### config.mk
export PLATFORM = sky130hd
export DESIGN_NAME = smct_top
export DESIGN_NICKNAME = d
export VERILOG_FILES = /design/src/hw/smct_pkg.sv /design/src/hw/smct_timer.sv /design/src/hw/smct_top.sv
export SDC_FILE = /design/constraint.sdc
export NUM_CORES = 1
export LEC_CHECK = 0
export BUFFER_PORTS_ARGS = -buffer_cell sky130_fd_sc_hd__buf_4
export CORE_ASPECT_RATIO = 0.7
export CORE_MARGIN = 4
export CORE_UTILIZATION = 30
export CTS_BUF_LIST = sky130_fd_sc_hd__clkbuf_4
export DETAILED_ROUTE_END_ITERATION = 10
export PLACE_DENSITY = 0.41
export SYNTH_ARGS = -nofsm -noshare
export SYNTH_HDL_FRONTEND = slang
export SYNTH_HIERARCHICAL = 1
export SYNTH_SLANG_ARGS = --single-unit
### constraint.sdc
create_clock -name clk_sys -period 6.1 [get_ports clk_sys]
set_clock_uncertainty 0.15 [all_clocks]
set_input_delay 0.915 -clock clk_sys [delete_from_list [all_inputs] [get_ports clk_sys]]
set_output_delay 0.915 -clock clk_sys [all_outputs]
set_load 0.01 [all_outputs]
### src/hw/smct_pkg.sv
`default_nettype none
package smct_pkg;
  // Register write addresses; the read address is the write address plus one
  localparam logic [7:0] SERIAL_PIN_PULL_CFG_OFS       = 8'h6A;
  localparam logic [7:0] RECOVERY_DELAY_CFG_OFS        = 8'h6C;
  localparam logic [7:0] CONTACTOR_TIMER_CFG_OFS       = 8'h6E;
  localparam logic [7:0] MONITOR_SCAN_INTERVAL_CFG_OFS = 8'h70;
  localparam logic [7:0] MONITOR_OUTPUT_MASK_CFG_OFS   = 8'h72;
  localparam logic [7:0] READ_ADDR_BIT                 = 8'h01;

  // Reset values
  localparam logic [7:0] SERIAL_PIN_PULL_CFG_RST       = 8'h80;
  localparam logic [7:0] RECOVERY_DELAY_CFG_RST        = 8'h00;
  localparam logic [7:0] CONTACTOR_TIMER_CFG_RST       = 8'hFF;
  localparam logic [1:0] MONITOR_SCAN_INTERVAL_CFG_RST = 2'h0;
  localparam logic [3:0] OUTPUT_SAFETY_MASK_RST        = 4'hF;
  localparam logic       NO_MONITORING_RST             = 1'b0;

  // Field positions
  localparam int SELECT_PULLUP_EN_BIT    = 0;
  localparam int DATA_IN_PULLDOWN_EN_BIT = 1;
  localparam int NO_MONITORING_BIT       = 7;

  // Special codes
  localparam logic [7:0] RECOVERY_DISABLED_CODE = 8'hFF;
  localparam logic [7:0] CONTACTOR_INFINITE_CODE = 8'hFF;
  localparam logic [1:0] SCAN_RESERVED_CODE     = 2'h3;

  // Timing
  localparam int CLK_FREQ_HZ    = 10_000_000;
  localparam int TICK_PERIOD_MS = 1;
  localparam int TICK_CYCLES    = CLK_FREQ_HZ / 1000 * TICK_PERIOD_MS;
  localparam int MS_PER_MIN     = 60_000;
  localparam int TIMER_W        = 12;
  localparam logic [TIMER_W-1:0] REC_BASE_MS   = 12'd100;
  localparam logic [TIMER_W-1:0] REC_STEP_MS   = 12'd10;
  localparam logic [TIMER_W-1:0] CONT_BASE_MIN = 12'd16;
  localparam logic [TIMER_W-1:0] CONT_MULT     = 12'd4;
  localparam logic [TIMER_W-1:0] SCAN_STEP_MS  = 12'd500;

  typedef enum logic [1:0] {
    REC_IDLE,
    REC_TIMING,
    REC_MONITOR,
    REC_FAILSAFE
  } smct_rec_state_t;
endpackage
`default_nettype wire

### src/hw/smct_timer.sv
`timescale 1ns/1ps
`default_nettype none
module smct_timer #(
  parameter int W = 12
) (
  input  wire logic         clk_sys,
  input  wire logic         reset,
  input  wire logic         tick,
  input  wire logic         load,
  input  wire logic         stop,
  input  wire logic [W-1:0] load_val,
  output logic              running_q,
  output logic              done_q
);
  logic [W-1:0] cnt_q;
  logic [W-1:0] cnt_d;
  logic         running_d;
  logic         done_d;

  // Down counter of ticks, reloaded when a phase begins
  always_comb begin
    cnt_d     = cnt_q;
    running_d = running_q;
    done_d    = 1'b0;
    if (load) begin
      cnt_d     = load_val;
      running_d = 1'b1;
    end else if (stop) begin
      running_d = 1'b0;
    end else if (running_q && tick) begin
      if (cnt_q <= W'(1)) begin
        running_d = 1'b0;
        done_d    = 1'b1;
      end else begin
        cnt_d = cnt_q - W'(1);
      end
    end
  end

  always_ff @(posedge clk_sys or posedge reset) begin
    if (reset) begin
      cnt_q     <= '0;
      running_q <= 1'b0;
      done_q    <= 1'b0;
    end else begin
      cnt_q     <= cnt_d;
      running_q <= running_d;
      done_q    <= done_d;
    end
  end
endmodule
`default_nettype wire

### src/hw/smct_top.sv
// Function
// - Two bits enable data-in pulldown, select pullup
// - Recovery delay is 100 ms plus 10 ms/code
// - Code 0xFE gives 2640 ms; 0xFF disables
// - Contactor minutes equal four times code plus 16
// - Contactor code resets 0xFF, meaning never expires
// - Contactor expiry asserts safe-monitoring outputs 0, 1
// - Scan interval 500 ms, 1 s, 1.5 s
// - Mask bits suppress safe-monitoring outputs in safety states outside failsafe
// - Expiry starts monitoring, or asserts all safe-monitoring outputs
`timescale 1ns/1ps
`default_nettype none
module smct_top import smct_pkg::*; #(
  parameter int MS_CYCLES     = TICK_CYCLES,
  parameter int MS_PER_MINUTE = MS_PER_MIN
) (
  input  wire logic       clk_sys,
  input  wire logic       reset,
  input  wire logic       reg_wr_en,
  input  wire logic       reg_rd_en,
  input  wire logic [7:0] reg_addr,
  input  wire logic [7:0] reg_wdata,
  output logic      [7:0] reg_rdata_q,
  input  wire logic       recovery_start,
  input  wire logic       watchdog_refresh,
  input  wire logic       contactor_start,
  input  wire logic       contactor_stop,
  input  wire logic       scan_enable,
  input  wire logic       safety_measure_state,
  input  wire logic [3:0] output_safe_monitoring_sel,
  input  wire logic [3:0] output_drive_req,
  output logic      [3:0] output_pin_q,
  output logic            data_in_pulldown_en_q,
  output logic            select_pullup_en_q,
  output logic            recovery_expired_q,
  output logic            chain_monitor_start_q,
  output logic            all_outputs_assert_q,
  output logic            contactor_expired_q,
  output logic            scan_tick_q
);
  localparam int MS_W  = $clog2(MS_CYCLES + 1);
  localparam int MIN_W = $clog2(MS_PER_MINUTE + 1);

  // Configuration registers
  logic [7:0] pull_cfg_q, pull_cfg_d;
  logic [7:0] rec_cfg_q, rec_cfg_d;
  logic [7:0] cont_cfg_q, cont_cfg_d;
  logic [1:0] scan_cfg_q, scan_cfg_d;
  logic [3:0] mask_q, mask_d;
  logic       no_monitoring_q, no_monitoring_d;
  logic [7:0] rdata_d;

  always_comb begin
    pull_cfg_d      = pull_cfg_q;
    rec_cfg_d       = rec_cfg_q;
    cont_cfg_d      = cont_cfg_q;
    scan_cfg_d      = scan_cfg_q;
    mask_d          = mask_q;
    no_monitoring_d = no_monitoring_q;
    rdata_d         = reg_rdata_q;
    if (reg_wr_en) begin
      unique case (reg_addr)
        SERIAL_PIN_PULL_CFG_OFS: pull_cfg_d = reg_wdata;
        RECOVERY_DELAY_CFG_OFS: rec_cfg_d = reg_wdata;
        CONTACTOR_TIMER_CFG_OFS: cont_cfg_d = reg_wdata;
        MONITOR_SCAN_INTERVAL_CFG_OFS: scan_cfg_d = reg_wdata[1:0];
        MONITOR_OUTPUT_MASK_CFG_OFS: begin
          mask_d          = reg_wdata[3:0];
          no_monitoring_d = reg_wdata[NO_MONITORING_BIT];
        end
        default: begin
        end
      endcase
    end
    if (reg_rd_en) begin
      unique case (reg_addr)
        SERIAL_PIN_PULL_CFG_OFS | READ_ADDR_BIT: rdata_d = pull_cfg_q;
        RECOVERY_DELAY_CFG_OFS | READ_ADDR_BIT: rdata_d = rec_cfg_q;
        CONTACTOR_TIMER_CFG_OFS | READ_ADDR_BIT: rdata_d = cont_cfg_q;
        MONITOR_SCAN_INTERVAL_CFG_OFS | READ_ADDR_BIT:
          rdata_d = {6'h00, scan_cfg_q};
        MONITOR_OUTPUT_MASK_CFG_OFS | READ_ADDR_BIT:
          rdata_d = {no_monitoring_q, 3'h0, mask_q};
        default: rdata_d = 8'h00;
      endcase
    end
  end

  always_ff @(posedge clk_sys or posedge reset) begin
    if (reset) begin
      pull_cfg_q      <= SERIAL_PIN_PULL_CFG_RST;
      rec_cfg_q       <= RECOVERY_DELAY_CFG_RST;
      cont_cfg_q      <= CONTACTOR_TIMER_CFG_RST;
      scan_cfg_q      <= MONITOR_SCAN_INTERVAL_CFG_RST;
      mask_q          <= OUTPUT_SAFETY_MASK_RST;
      no_monitoring_q <= NO_MONITORING_RST;
      reg_rdata_q     <= 8'h00;
    end else begin
      pull_cfg_q      <= pull_cfg_d;
      rec_cfg_q       <= rec_cfg_d;
      cont_cfg_q      <= cont_cfg_d;
      scan_cfg_q      <= scan_cfg_d;
      mask_q          <= mask_d;
      no_monitoring_q <= no_monitoring_d;
      reg_rdata_q     <= rdata_d;
    end
  end

  // Millisecond and minute enables
  logic [MS_W-1:0]  ms_cnt_q, ms_cnt_d;
  logic [MIN_W-1:0] min_cnt_q, min_cnt_d;
  logic             ms_tick_q, ms_tick_d;
  logic             min_tick_q, min_tick_d;

  always_comb begin
    ms_cnt_d   = ms_cnt_q + MS_W'(1);
    ms_tick_d  = 1'b0;
    min_cnt_d  = min_cnt_q;
    min_tick_d = 1'b0;
    if (ms_cnt_q >= MS_W'(MS_CYCLES - 1)) begin
      ms_cnt_d  = '0;
      ms_tick_d = 1'b1;
    end
    if (contactor_start) begin
      min_cnt_d = '0;
    end else if (ms_tick_q) begin
      if (min_cnt_q >= MIN_W'(MS_PER_MINUTE - 1)) begin
        min_cnt_d  = '0;
        min_tick_d = 1'b1;
      end else begin
        min_cnt_d = min_cnt_q + MIN_W'(1);
      end
    end
  end

  always_ff @(posedge clk_sys or posedge reset) begin
    if (reset) begin
      ms_cnt_q   <= '0;
      ms_tick_q  <= 1'b0;
      min_cnt_q  <= '0;
      min_tick_q <= 1'b0;
    end else begin
      ms_cnt_q   <= ms_cnt_d;
      ms_tick_q  <= ms_tick_d;
      min_cnt_q  <= min_cnt_d;
      min_tick_q <= min_tick_d;
    end
  end

  // Timer reload values
  logic [TIMER_W-1:0] rec_load_val;
  logic [TIMER_W-1:0] cont_load_val;
  logic [TIMER_W-1:0] scan_load_val;
  logic               rec_enabled;
  logic               cont_finite;

  assign rec_load_val  = REC_BASE_MS +
                         REC_STEP_MS * {4'h0, rec_cfg_q};
  assign rec_enabled   = (rec_cfg_q != RECOVERY_DISABLED_CODE);
  assign cont_load_val = CONT_BASE_MIN +
                         CONT_MULT * {4'h0, cont_cfg_q};
  assign cont_finite   = (cont_cfg_q != CONTACTOR_INFINITE_CODE);
  assign scan_load_val = (scan_cfg_q == SCAN_RESERVED_CODE) ? SCAN_STEP_MS :
                         SCAN_STEP_MS * {10'h000, scan_cfg_q + 2'h1};

  // Recovery phase state machine
  smct_rec_state_t rec_state_q, rec_state_d;
  logic            rec_load, rec_stop, rec_done;
  logic            rec_expired_d, chain_start_d;

  always_comb begin
    rec_state_d   = rec_state_q;
    rec_load      = 1'b0;
    rec_stop      = 1'b0;
    rec_expired_d = 1'b0;
    chain_start_d = 1'b0;
    if (recovery_start) begin
      rec_load    = rec_enabled;
      rec_stop    = ~rec_enabled;
      rec_state_d = rec_enabled ? REC_TIMING : REC_IDLE;
    end else begin
      unique case (rec_state_q)
        REC_IDLE: begin
        end
        REC_TIMING: begin
          if (watchdog_refresh) begin
            rec_stop    = 1'b1;
            rec_state_d = REC_IDLE;
          end else if (rec_done) begin
            rec_expired_d = 1'b1;
            chain_start_d = ~no_monitoring_q;
            rec_state_d   = no_monitoring_q ? REC_FAILSAFE : REC_MONITOR;
          end
        end
        REC_MONITOR, REC_FAILSAFE: begin
          if (watchdog_refresh) begin
            rec_state_d = REC_IDLE;
          end
        end
      endcase
    end
  end

  always_ff @(posedge clk_sys or posedge reset) begin
    if (reset) begin
      rec_state_q           <= REC_IDLE;
      recovery_expired_q    <= 1'b0;
      chain_monitor_start_q <= 1'b0;
      all_outputs_assert_q  <= 1'b0;
    end else begin
      rec_state_q           <= rec_state_d;
      recovery_expired_q    <= rec_expired_d;
      chain_monitor_start_q <= chain_start_d;
      all_outputs_assert_q  <= (rec_state_d == REC_FAILSAFE);
    end
  end

  smct_timer #(.W(TIMER_W)) u_rec_timer (
    .clk_sys   (clk_sys),
    .reset     (reset),
    .tick      (ms_tick_q),
    .load      (rec_load),
    .stop      (rec_stop),
    .load_val  (rec_load_val),
    .running_q (),
    .done_q    (rec_done)
  );

  // Contactor timer, scan timer and output drive
  logic       cont_done, cont_expired_d;
  logic       scan_done, scan_en_prev_q, scan_load;
  logic [3:0] pin_d;

  assign scan_load = scan_enable & (~scan_en_prev_q | scan_done);

  always_comb begin
    cont_expired_d = contactor_expired_q;
    if (contactor_stop || contactor_start) begin
      cont_expired_d = 1'b0;
    end
    if (cont_done) begin
      cont_expired_d = 1'b1;
    end
    for (int i = 0; i < 4; i++) begin
      pin_d[i] = output_drive_req[i];
      if (output_safe_monitoring_sel[i]) begin
        pin_d[i] = output_drive_req[i] |
                   ((i < 2) & contactor_expired_q);
        if (mask_q[i] && safety_measure_state) begin
          pin_d[i] = 1'b0;
        end
        if (all_outputs_assert_q) begin
          pin_d[i] = 1'b1;
        end
      end
    end
  end

  always_ff @(posedge clk_sys or posedge reset) begin
    if (reset) begin
      contactor_expired_q   <= 1'b0;
      scan_en_prev_q        <= 1'b0;
      scan_tick_q           <= 1'b0;
      output_pin_q          <= 4'h0;
      data_in_pulldown_en_q <= 1'b0;
      select_pullup_en_q    <= 1'b0;
    end else begin
      contactor_expired_q   <= cont_expired_d;
      scan_en_prev_q        <= scan_enable;
      scan_tick_q           <= scan_done & scan_enable;
      output_pin_q          <= pin_d;
      data_in_pulldown_en_q <= pull_cfg_q[DATA_IN_PULLDOWN_EN_BIT];
      select_pullup_en_q    <= pull_cfg_q[SELECT_PULLUP_EN_BIT];
    end
  end

  smct_timer #(.W(TIMER_W)) u_cont_timer (
    .clk_sys   (clk_sys),
    .reset     (reset),
    .tick      (min_tick_q),
    .load      (contactor_start & cont_finite),
    .stop      (contactor_stop | (contactor_start & ~cont_finite)),
    .load_val  (cont_load_val),
    .running_q (),
    .done_q    (cont_done)
  );

  smct_timer #(.W(TIMER_W)) u_scan_timer (
    .clk_sys   (clk_sys),
    .reset     (reset),
    .tick      (ms_tick_q),
    .load      (scan_load),
    .stop      (~scan_enable),
    .load_val  (scan_load_val),
    .running_q (),
    .done_q    (scan_done)
  );
endmodule
`default_nettype wire

==> results.md, run 1 <==
- Via count: 5970
- Data required time of the worst path: around 6.4 ns
- Post-Route WL: ~20 mm
- Critical Path Start Type: flop
- Finish-stage setup viols: 0
- Final net count: just under 900
- Starting density of the core: 30.8%
- Comb pwr share: approximately an eighth
- Crit path max-delay family: adder cells
- Share of Yosys cell area claimed by the top area cell type: 38.7%
- Worst slew margin: 36.9%
- First-pass GRT wire length: roughly 32 mm
- Critical Path AT: between 3 and 4 ns
- Max cap viols: 0
- Crit. End Element: flop
- Vias in the first global route: ~6000
- Fin. Hold Viols: 0
- Hold path cells: 0
- PD cells: ~210 nW/um^2
- Slowest cell on the critical path: dfrtp_1
- TritonCTS Buffers: 17
- Async set-reset flop share out of synthesis: between 90% and 100%
- RSZ-0062 raised after global routing: false
- Final Max Tran Viols: 0
- Cts repair resizes: 0
- Post-route ant nets: 0
- Vert. Die Dim: between 100 and 150 um
- Synth Register Bits: roughly 130
- Syn avg cell area: approximately 10 um^2
- I/O pins: 53
- Hold path startpoint: pull_cfg_q[1]
- Yosys cell types: 76
- IO buf count: between 50 and 60
- Setup bufs post-CTS: 0
- Yosys warning count: 6
- Outcome: finished, final reports clean
- Sw frac: between 20% and 30%
- Skew-Pair Late Insertion Delay: ~0.56 ns
- VDD IR max: 0.0000953 V
- Area of the multi-input gates: roughly 3900 um^2
- Root Driver: clkbuf_4
- Max H-tree Level: 4
- Sequential fraction of the synthesis area: 43.3%
- 1st-pass router iterations: 5
- Filler cells: 2435
- Initial antenna violation count: 1
- Clock Path Buffers: 2
- Clock Pin Slew Worst Setup and Hold Paths: approximately 0.12 ns
- Hold Path Sink: data_in_pulldown_en_q
- Post-Route Utilization: a little over a third
- Hold_buf cts: 0
- Synth Cell Area: 7380 um^2
- Core ar.: around 24000 um^2
- Register-to-Register Path Depth: 11
- Total track usage: ~15%
- Yosys top cell by area: dfrtp_1
- Part of the power in registers: between 50% and 60%
- Clock power frac: between 30 and 40%
- Commonest non-fill, non-tap cells in the layout: dfrtp_1 (114), nand2_1 (62), nor2_1 (60), buf_4 (55), inv_1 (42)
- Largest net degree at the start of global routing: a little under 50
- Area growth, synth to finish: 13.0%
- Worst r2r dst: u_rec_timer/cnt_q[10]
- Area contributors post-synth: dfrtp_1 (39%), ha_1 (4.7%), dfstp_2 (4.6%)
- Buf/Inv on CP: 1
- Int Power: 0.00123 W
- Layout cells sized above 1: a little over a fifth
- Reg area: 3190 um^2
- Leak: around 3.5 nW
- Maximum clock frequency: 354 MHz
- Critical Path Most Common Cell: ha_1
- Critical R2R Launch: rec_cfg_q[1]
- Final min period: around 2.8 ns
- Worst-Margin Slew: 0.946 ns
- Tcrit/Tclk final: between 40% and 50%
- Via density: approximately 5.2
- Setup_tns: 0 ns
- Syn Inst Count: about 750
- Main synth FF type: dfrtp_1
- Net Sw Power: about 0.00052 W
- Die Wd: just under 200 um
- Commonest non-fill, non-tap cell in the layout: dfrtp_1
- 1st-iter DRT viols: roughly 460
- DRC Markers: 0
- Number of synthesized flops with an enable pin: 0
- Row count: between 40 and 50
- Hpwl dp: around 14 mm
- Reg-to-reg slack, setup: 3.28 ns
- CP max stage delay: around 0.46 ns
- Drt wl/cell: between 15 and 20 um
- Gpl congestion: between 0.8 and 0.9
- Clk sinks: between 100 and 150
- Path type of the worst setup path: reg -> reg
- Crit-path cells: ha_1 > ha_1 > inv_1 > fa_1 > nand2b_1 > a21oi_1 > xor2_1 > nand4_1 > xnor2_1 > nand2_1 > nand3_1
- TritonCTS clock tree: built
- Max Fanout on Critical Path: 5
- Die area: about 27000 um^2
- Min-delay worst type: reg -> reg
- GR Overflow Total: 0
## power groups by stage
| stage | Sequential, W | Clock [W] | Combinational, W |
|---|---|---|---|
| floorplan | 0.000940 | 0 | 0.000157 |
| global placement | 0.000952 | 0 | 0.000228 |
| detailed placement | 0.000953 | 0 | 0.000231 |
| CTS | 0.000937 | 0.000610 | 0.000232 |
| global route | 0.000945 | 0.000651 | 0.000259 |
| finish | 0.000938 | 0.000580 | 0.000229 |
## cell usage after synthesis (12+ instances only)
master	count
dfstp_2	13
nor3_1	16
nor2_1	60
nand2_1	62
nand3_1	35
inv_1	43
a21oi_1	25
xnor2_1	12
a31oi_1	34
o21ai_0	29
mux2_2	30
dfrtp_1	114
nand4_1	21
a22o_1	16
ha_1	28
## cell families after synthesis
group / after synthesis / share of synthesized area, %
AOI/OAI and AO/OA: 180 / 16.8
muxes: 35 / 5.26
adders and majority gates: 29 / 5.02
other: 1 / 0.0508
DFF: 127 / 43.3
xor gates and xnor gates: 21 / 2.49
buffers and inverters: 66 / 4.15
and+or+nand+nor: 290 / 22.9
## routing by layer
layer / vias to the layer above / track usage [%] / share of wire [%]
li1: 2873 / - / -
met1: 2958 / 22.0 / 53
met2: 129 / 20.9 / 42
met3: 10 / 3.84 / 4.0
met4: 0 / 3.12 / 0.64
met5: - / 0 / 0
## stage by stage
step                hold WS (ns)  setup slack [ns]  cells  power (W)  instance area [um^2]
floorplan                  0.219              2.86    755    0.00110                  7400
global route               0.255              3.00   1138    0.00186                  8340
CTS                        0.277              3.30   1137    0.00178                  8330
finish                     0.275              3.28   1138    0.00175                  8340
global placement           0.257              3.16   1105    0.00118                  8070
detailed placement         0.257              3.10   1105    0.00118                  8070
## state kept, by name (all words and copies together), names as in the netlist, 8 cells and up
signal / flops
u_cont_timer/cnt_q: 12
cont_cfg_q: 8
ms_cnt_q: 14
u_scan_timer/cnt_q: 12
reg_rdata_q: 8
pull_cfg_q: 8
min_cnt_q: 16
rec_cfg_q: 8
u_rec_timer/cnt_q: 12
## worst max-delay path by stage
stage / from / end / slack (ns) / cells past startpoint
after floorplan: reset / all_outputs_assert_q / 2.86 / 1
after detailed placement: recovery_start / u_rec_timer/cnt_q[8] / 3.10 / 7
after CTS: rec_cfg_q[1] / u_rec_timer/cnt_q[10] / 3.30 / 11
after global routing: rec_cfg_q[1] / u_rec_timer/cnt_q[10] / 3.00 / 11
final: rec_cfg_q[1] / u_rec_timer/cnt_q[10] / 3.28 / 11
after global placement: recovery_start / u_rec_timer/cnt_q[2] / 3.16 / 6
## worst reg2reg max path, cell delays in order (launching register included)
cell and delay (ns):
dfrtp_1 0.46, ha_1 0.32, ha_1 0.18, inv_1 0.06, fa_1 0.39, nand2b_1 0.18
a21oi_1 0.16, xor2_1 0.35, nand4_1 0.17, xnor2_1 0.16, nand2_1 0.06, nand3_1 0.08
## cell type report
type	count	share of cell area, %
Multi-Input combinational cell	562	46.8
Sequential cell	127	38.3
Timing Repair Buffer	55	4.95
Tap cell	318	4.77
Inverter	43	1.95
Clock buffer	19	1.71
Clock inverter	13	1.47
Antenna cell	1	0.0300
Power figures use the tool's default switching activity.
==> run 2, diff against run 1 <==
--- a/config.mk
+++ b/config.mk
@@ -11,7 +11,7 @@
 export CORE_UTILIZATION = 30
 export CTS_BUF_LIST = sky130_fd_sc_hd__clkbuf_4
 export DETAILED_ROUTE_END_ITERATION = 10
-export PLACE_DENSITY = 0.41
+export PLACE_DENSITY = 0.43
 export SYNTH_ARGS = -nofsm -noshare
 export SYNTH_HDL_FRONTEND = slang
 export SYNTH_HIERARCHICAL = 1
==> constraint.sdc (replaced) <==
create_clock -name clk_sys -period 2.51 [get_ports clk_sys]
set_clock_uncertainty 0.15 [all_clocks]
set_input_delay 0.3765 -clock clk_sys [delete_from_list [all_inputs] [get_ports clk_sys]]
set_output_delay 0.3765 -clock clk_sys [all_outputs]
set_load 0.01 [all_outputs]
==> run 2 against run 1 <==
  * Register-to-register slack worse by 3.2 ns
  * Largest cell class unchanged
  * Non-clock buffer count is 64 higher
  * Largest power group unchanged
  * Critical path type unchanged
  * Sequential share of layout area down 3.1 points
  * Clock power rose to 2.6 times the previous value
  * Sequential power grew 140%
  * Total power rose to 2.6 times the previous value
==> results.md, run 2 (synthesis gave the netlist of run 1 again) <==
- Skew-Pair Late Insertion Delay: between 0.5 and 0.6 ns
- Total track usage: 14.5%
- Tcrit/Tclk final: between 90% and 100%
- Crit path max-delay family: compound AO/OA/AOI/OAI gates
- Data required time of the worst path: around 2.8 ns
- Vias in the first global route: roughly 6000
- Starting density of the core: between 30% and 40%
- Clk sinks: between 100 and 150
- Net Sw Power: 0.00130 W
- Final min period: 2.48 ns
- Final net count: approximately 930
- 1st-iter DRT viols: 304
- Max Fanout on Critical Path: 4
- Critical Path AT: 2.76 ns
- Setup_tns: 0 ns
- Largest register FFs: 16
- PD cells: roughly 500 nW/um^2
- Min-delay worst type: in -> reg
- Worst slew margin: between 50% and 60%
- Buf/Inv on CP: 2
- Via count: between 6000 and 7000
- Leak: a little under 4 nW
- Root Driver: clkbuf_4
- Final Max Tran Viols: 0
- Worst-Margin Slew: around 0.67 ns
- Path type of the worst setup path: reg -> reg
- Layout cells sized above 1: 27.5%
- Finish-stage setup viols: 0
- 1st-pass router iterations: 5
- TritonCTS clock tree: built
- Int Power: 0.00316 W
- Part of the power in registers: roughly half
- I/O pins: 53
- VDD IR max: about 0.00032 V
- Die Wd: around 200 um
- GR Overflow Total: 0
- Critical Path Start Type: flop
- Power, Total: 0.00446 W
- Slowest cell on the critical path: dfrtp_2
- Maximum clock frequency: 403 MHz
- Via density: between 5 and 6
- Max cap viols: 0
- Top reg by flops: min_cnt_q
- Outcome: finished, final reports clean
- Post-Route Utilization: a little under two fifths
- RSZ-0062 raised after global routing: true
- Largest net degree at the start of global routing: 43
- Gpl congestion: approximately 0.79
- Initial antenna violation count: 1
- Commonest non-fill, non-tap cell in the layout: dfrtp_1
- First-pass GRT wire length: between 30 and 40 mm
- Crit. End Element: flop
- Die area: 27200 um^2
- IO buf count: 52
- Clock power frac: around a third
- Largest regs: min_cnt_q: 16 flops, ms_cnt_q: 14 flops
- CP max stage delay: roughly 0.44 ns
- Max H-tree Level: 4
- Core ar.: approximately 24000 um^2
- Fin. Hold Viols: 0
- Row count: 47
- Area growth, synth to finish: 23.1%
- Clock Pin Slew Worst Setup and Hold Paths: ~0.13 ns
- Vert. Die Dim: about 140 um
- Post-route ant nets: 0
- Hold WS: roughly 0.060 ns
- Post-Route WL: between 15 and 20 mm
- Clock Path Buffers: 2
- Sw frac: between 20 and 30%
- Hpwl dp: roughly 15 mm
- TritonCTS Buffers: 17
- Crit-path cells: buf_6 > ha_1 > ha_2 > inv_2 > fa_2 > nand2b_4 > a21oi_4 > nor4_2 > a211o_1 > a41o_1 > nor2_1 > a31oi_1
- Commonest non-fill, non-tap cells in the layout: dfrtp_1 (112), buf_4 (92), nand2_1 (62), nor2_1 (60), inv_1 (41)
- DRC Markers: 0
- Drt wl/cell: about 16 um
- Comb pwr share: approximately 15%
## run 2: changes by cell type in the layout (fill, tap and decap cells not counted), moves of 3 or more
cell,previous run,this run
dlygate4sd3_1,0,25
ha_4,0,3
nand3_1,35,32
buf_4,55,92
ha_1,28,23
clkinv_1,4,1
## run 2: metal layers
layer | vias to the layer above | global-route usage (%) | wire, um
met5 | - | 0 | 0
met4 | 0 | 3.38 | 223
met3 | 13 | 3.00 | 621
met2 | 93 | 21.3 | 8540
met1 | 2939 | 21.9 | 10200
li1 | 2993 | - | -
## run 2: what timing repair did
action                                  4_1_cts  5_1_grt
hold buffers                                 25        0
setup buffers                                 0        3
endpoints found under the hold margin       104        0
endpoints found under the setup margin        4       10
pin swaps                                     1        9
gates resized for setup                       4       22
## run 2: path summary, 6_finish.rpt
| check | from | to | slack (ns) | cells after the start |
|---|---|---|---|---|
| hold / removal | reg_addr[0] | reg_rdata_q[0] | 0.06 | 3 |
| setup reg to reg | rec_cfg_q[2] | u_rec_timer/cnt_q[11] | 0.03 | 12 |
| min in group asynchronous | reset | scan_cfg_q[0] | 0.29 | 3 |
| hold reg to reg | pull_cfg_q[0] | select_pullup_en_q | 0.27 | 0 |
| max in group asynchronous | reset | min_cnt_q[12] | 1.21 | 4 |
| setup / recovery | rec_cfg_q[2] | u_rec_timer/cnt_q[11] | 0.03 | 12 |
## run 2: area by class of cell
class,count,area (um^2)
repair buffers,119,972
clock inverters,14,168
multi-input cells,562,4040
inverters,43,165
fillers,2369,14900
clock buffers,18,135
diodes,1,2.50
flip-flops and latches,127,3200
well taps,318,398
## run 2: power groups by stage
stage | logic, W | registers, W | clock network, W
global route | 0.000740 | 0.00229 | 0.00170
finish | 0.000656 | 0.00227 | 0.00153
global placement | 0.000599 | 0.00230 | 0
detailed placement | 0.000604 | 0.00231 | 0
floorplan | 0.000383 | 0.00228 | 0
CTS | 0.000640 | 0.00227 | 0.00160
## run 2: tightest hold or removal path: cells and delay by family
family,cells,cell delay (ns)
buffers and inverters,1,0.12
AOI/OAI and AO/OA,2,0.24
## run 2: through the flow
step / setup slack, ns / cells / area [um^2]
final: 0.0296 / 1202 / 9080
after global routing: -0.113 / 1202 / 9080
after CTS: 0.00146 / 1198 / 8930
after detailed placement: -0.0668 / 1141 / 8370
after global placement: -0.0344 / 1141 / 8370
after floorplan: -0.0169 / 755 / 7420
==> run 3, diff against run 2 <==
--- a/config.mk
+++ b/config.mk
@@ -6,12 +6,15 @@
 export NUM_CORES = 1
 export LEC_CHECK = 0
 export BUFFER_PORTS_ARGS = -buffer_cell sky130_fd_sc_hd__buf_4
+export CELL_PAD_IN_SITES_DETAIL_PLACEMENT = 2
+export CELL_PAD_IN_SITES_GLOBAL_PLACEMENT = 2
 export CORE_ASPECT_RATIO = 0.7
 export CORE_MARGIN = 4
 export CORE_UTILIZATION = 30
 export CTS_BUF_LIST = sky130_fd_sc_hd__clkbuf_4
 export DETAILED_ROUTE_END_ITERATION = 10
-export PLACE_DENSITY = 0.43
+export PLACE_DENSITY = 0.62
+export RECOVER_POWER = 25
 export SYNTH_ARGS = -nofsm -noshare
 export SYNTH_HDL_FRONTEND = slang
 export SYNTH_HIERARCHICAL = 1
==> run 3 against run 2 <==
  * Sequential cell count did not move
  * The run now ends with max-capacitance violations, max-slew violations, negative setup slack left
  * Sequential share of layout area barely moved
  * Largest power group unchanged
  * Total power fell by 1.1%
  * Sequential power barely moved
  * Cell count rose by 0.17%
  * Register-to-register slack got worse by 0.06 ns
  * Wire length rose by 23%
  * Highest routed layer unchanged
  * Cell area barely moved
  * Critical endpoint unchanged
  * Critical path depth fell by 1
==> results.md, run 3 (synthesis gave the netlist of run 1 again) <==
- Via count: about 6400
- Die area: around 27000 um^2
- Largest net degree at the start of global routing: 58
- Max cap viols: 2
- Post-route setup slack: -0.0272 ns
- CP max stage delay: 0.43 ns
- Gpl congestion: 0.784
- Initial antenna violation count: 1
- Maximum clock frequency: between 300 and 400 MHz
- Vias in the first global route: between 6000 and 7000
- 1st-pass router iterations: 4
- Placed insts: around 1100
- RSZ-0062 raised after global routing: true
- Post-route ant nets: 0
- Area growth, synth to finish: 23.1%
- TritonCTS Buffers: 17
- Crit. End Element: flop
- DRC Markers: 0
- Fin cells: 1204
- Violated checks: max-capacitance violations, max-slew violations, negative setup slack
- Power, Total: between 0.004 and 0.005 W
- Final Max Tran Viols: 29
- Layout cells sized above 1: a little over a quarter
- Clock Path Buffers: 2
- Hpwl dp: 17.7 mm
- Worst-Margin Slew: between 1.5 and 2 ns
- Top reg by flops: min_cnt_q
- Data required time of the worst path: 2.80 ns
- Total track usage: 17.5%
- First-pass GRT wire length: approximately 38 mm
- Clock Pin Slew Worst Setup and Hold Paths: 0.13 ns
- Outcome: finished, violations left
- Tcrit/Tclk final: 101%
- Critical Path Most Common Cell: ha_4
- IO buf count: 52
- Fin. Hold Viols: 0
- Min-delay worst type: in -> reg
- Crit-path cells: ha_4 > ha_4 > inv_2 > fa_2 > nand2b_4 > a21oi_4 > nor4_2 > a211o_1 > a41o_1 > nor2_1 > a31oi_1
- Leak: approximately 3.8 nW
- I/O pins: 53
- Place WS: -0.192 ns
- Finish-stage setup viols: 2
- Via density: roughly 5.3
- Core ar.: roughly 24000 um^2
- GR Overflow Total: 0
- Worst slew margin: -6.00%
- Slowest cell on the critical path: dfrtp_1
- TritonCTS clock tree: built
- Path type of the worst setup path: reg -> reg
- Root Driver: clkbuf_4
- Largest register FFs: 16
- Max Fanout on Critical Path: 2
- 1st-iter DRT viols: 338
- Critical Path Start Type: flop
- Clk sinks: about 130
- Crit path max-delay family: adder cells
- Vert. Die Dim: 139 um
- Drt wl/cell: between 20 and 25 um
- Final min period: 2.54 ns
- Buf/Inv on CP: 1
- Post-Route WL: 24.1 mm
- Setup_tns: -0.0508 ns
- Largest regs: min_cnt_q: 16 flops, ms_cnt_q: 14 flops
- VDD IR max: a little over 0.0002 V
- Die Wd: 195 um
- Hold WS: between 0.08 and 0.09 ns
- Starting density of the core: a little under a third
- Commonest non-fill, non-tap cells in the layout: dfrtp_1 (114), buf_4 (92), nand2_1 (62), nor2_1 (59), inv_1 (41)
- Row count: 47
- Final net count: between 900 and 1000
- Critical Path AT: around 2.8 ns
- Skew-Pair Late Insertion Delay: ~0.57 ns
- Max H-tree Level: 4
- PD cells: 485 nW/um^2
- Commonest non-fill, non-tap cell in the layout: dfrtp_1
## run 3: changes by cell type in the layout (fill, tap and decap cells not counted), moves of 2 or more
cell	delta
clkbuf_1	+3
clkinv_1	+2
clkinv_2	+2
clkinvlp_4	-2
dfrtp_1	+2
dfrtp_2	-2
ha_2	-2
ha_4	+3
## run 3: layer usage
layer / track usage (%) / vias up / wire, um
met2: 28.3 / 63 / 11300
li1: - / 2998 / -
met5: 0 / - / 0
met3: 2.83 / 18 / 488
met4: 4.26 / 0 / 250
met1: 24.7 / 3323 / 12000
## run 3: timing repair
action | in CTS | in global routing
hold buffers | 24 | 0
endpoints found under the hold margin | 158 | 0
gates resized for setup | 21 | 10
endpoints found under the setup margin | 5 | 14
pin swaps | 6 | 7
buffers inserted | 2 | 8
## run 3: tightest hold or removal path: cells and delay by family
kind | cells | cell delay, ns
AO/OA/AOI/OAI | 2 | 0.25
buffers and inverters | 1 | 0.14
## run 3: cell type report
cell class                 instances  area, um^2
antenna                            1        2.50
clock buffer                      18         135
clock inverter                    13         123
fill                            2595       14800
inverter                          43         165
multi-input combinational        562        4090
sequential                       127        3190
tap                              318         398
timing repair buffer             122         978
## run 3: worst paths after layout
path | startpoint | slack (ns) | to | cells past startpoint
min in group asynchronous | reset | 0.39 | u_scan_timer/cnt_q[11] | 3
worst min-delay path | reg_addr[0] | 0.09 | reg_rdata_q[1] | 3
worst max register to register | rec_cfg_q[3] | -0.03 | u_rec_timer/cnt_q[11] | 11
worst max-delay path | rec_cfg_q[3] | -0.03 | u_rec_timer/cnt_q[11] | 11
max in group asynchronous | reset | 0.39 | pull_cfg_q[4] | 4
worst min register to register | pull_cfg_q[0] | 0.28 | select_pullup_en_q | 0
## run 3: stage by stage
| stage | cell area, um^2 | utilization [%] |
|---|---|---|
| 2_1_floorplan | 7420 | - |
| 3_3_place_gp | 8360 | 34.9 |
| 3_5_place_dp | 8360 | 34.9 |
| 4_1_cts | 9000 | 37.6 |
| 5_1_grt | 9080 | 38.0 |
| 6_report | 9080 | 38.0 |
## run 3: report_power, final
part | leakage [nW] | switching (W) | internal [W] | total (W)
sequential | 1.60 | 0.000129 | 0.00215 | 0.00228
clock | 0.136 | 0.000855 | 0.000580 | 0.00144
combinational | 2.11 | 0.000379 | 0.000314 | 0.000694
total | 3.84 | 0.00136 | 0.00304 | 0.00441
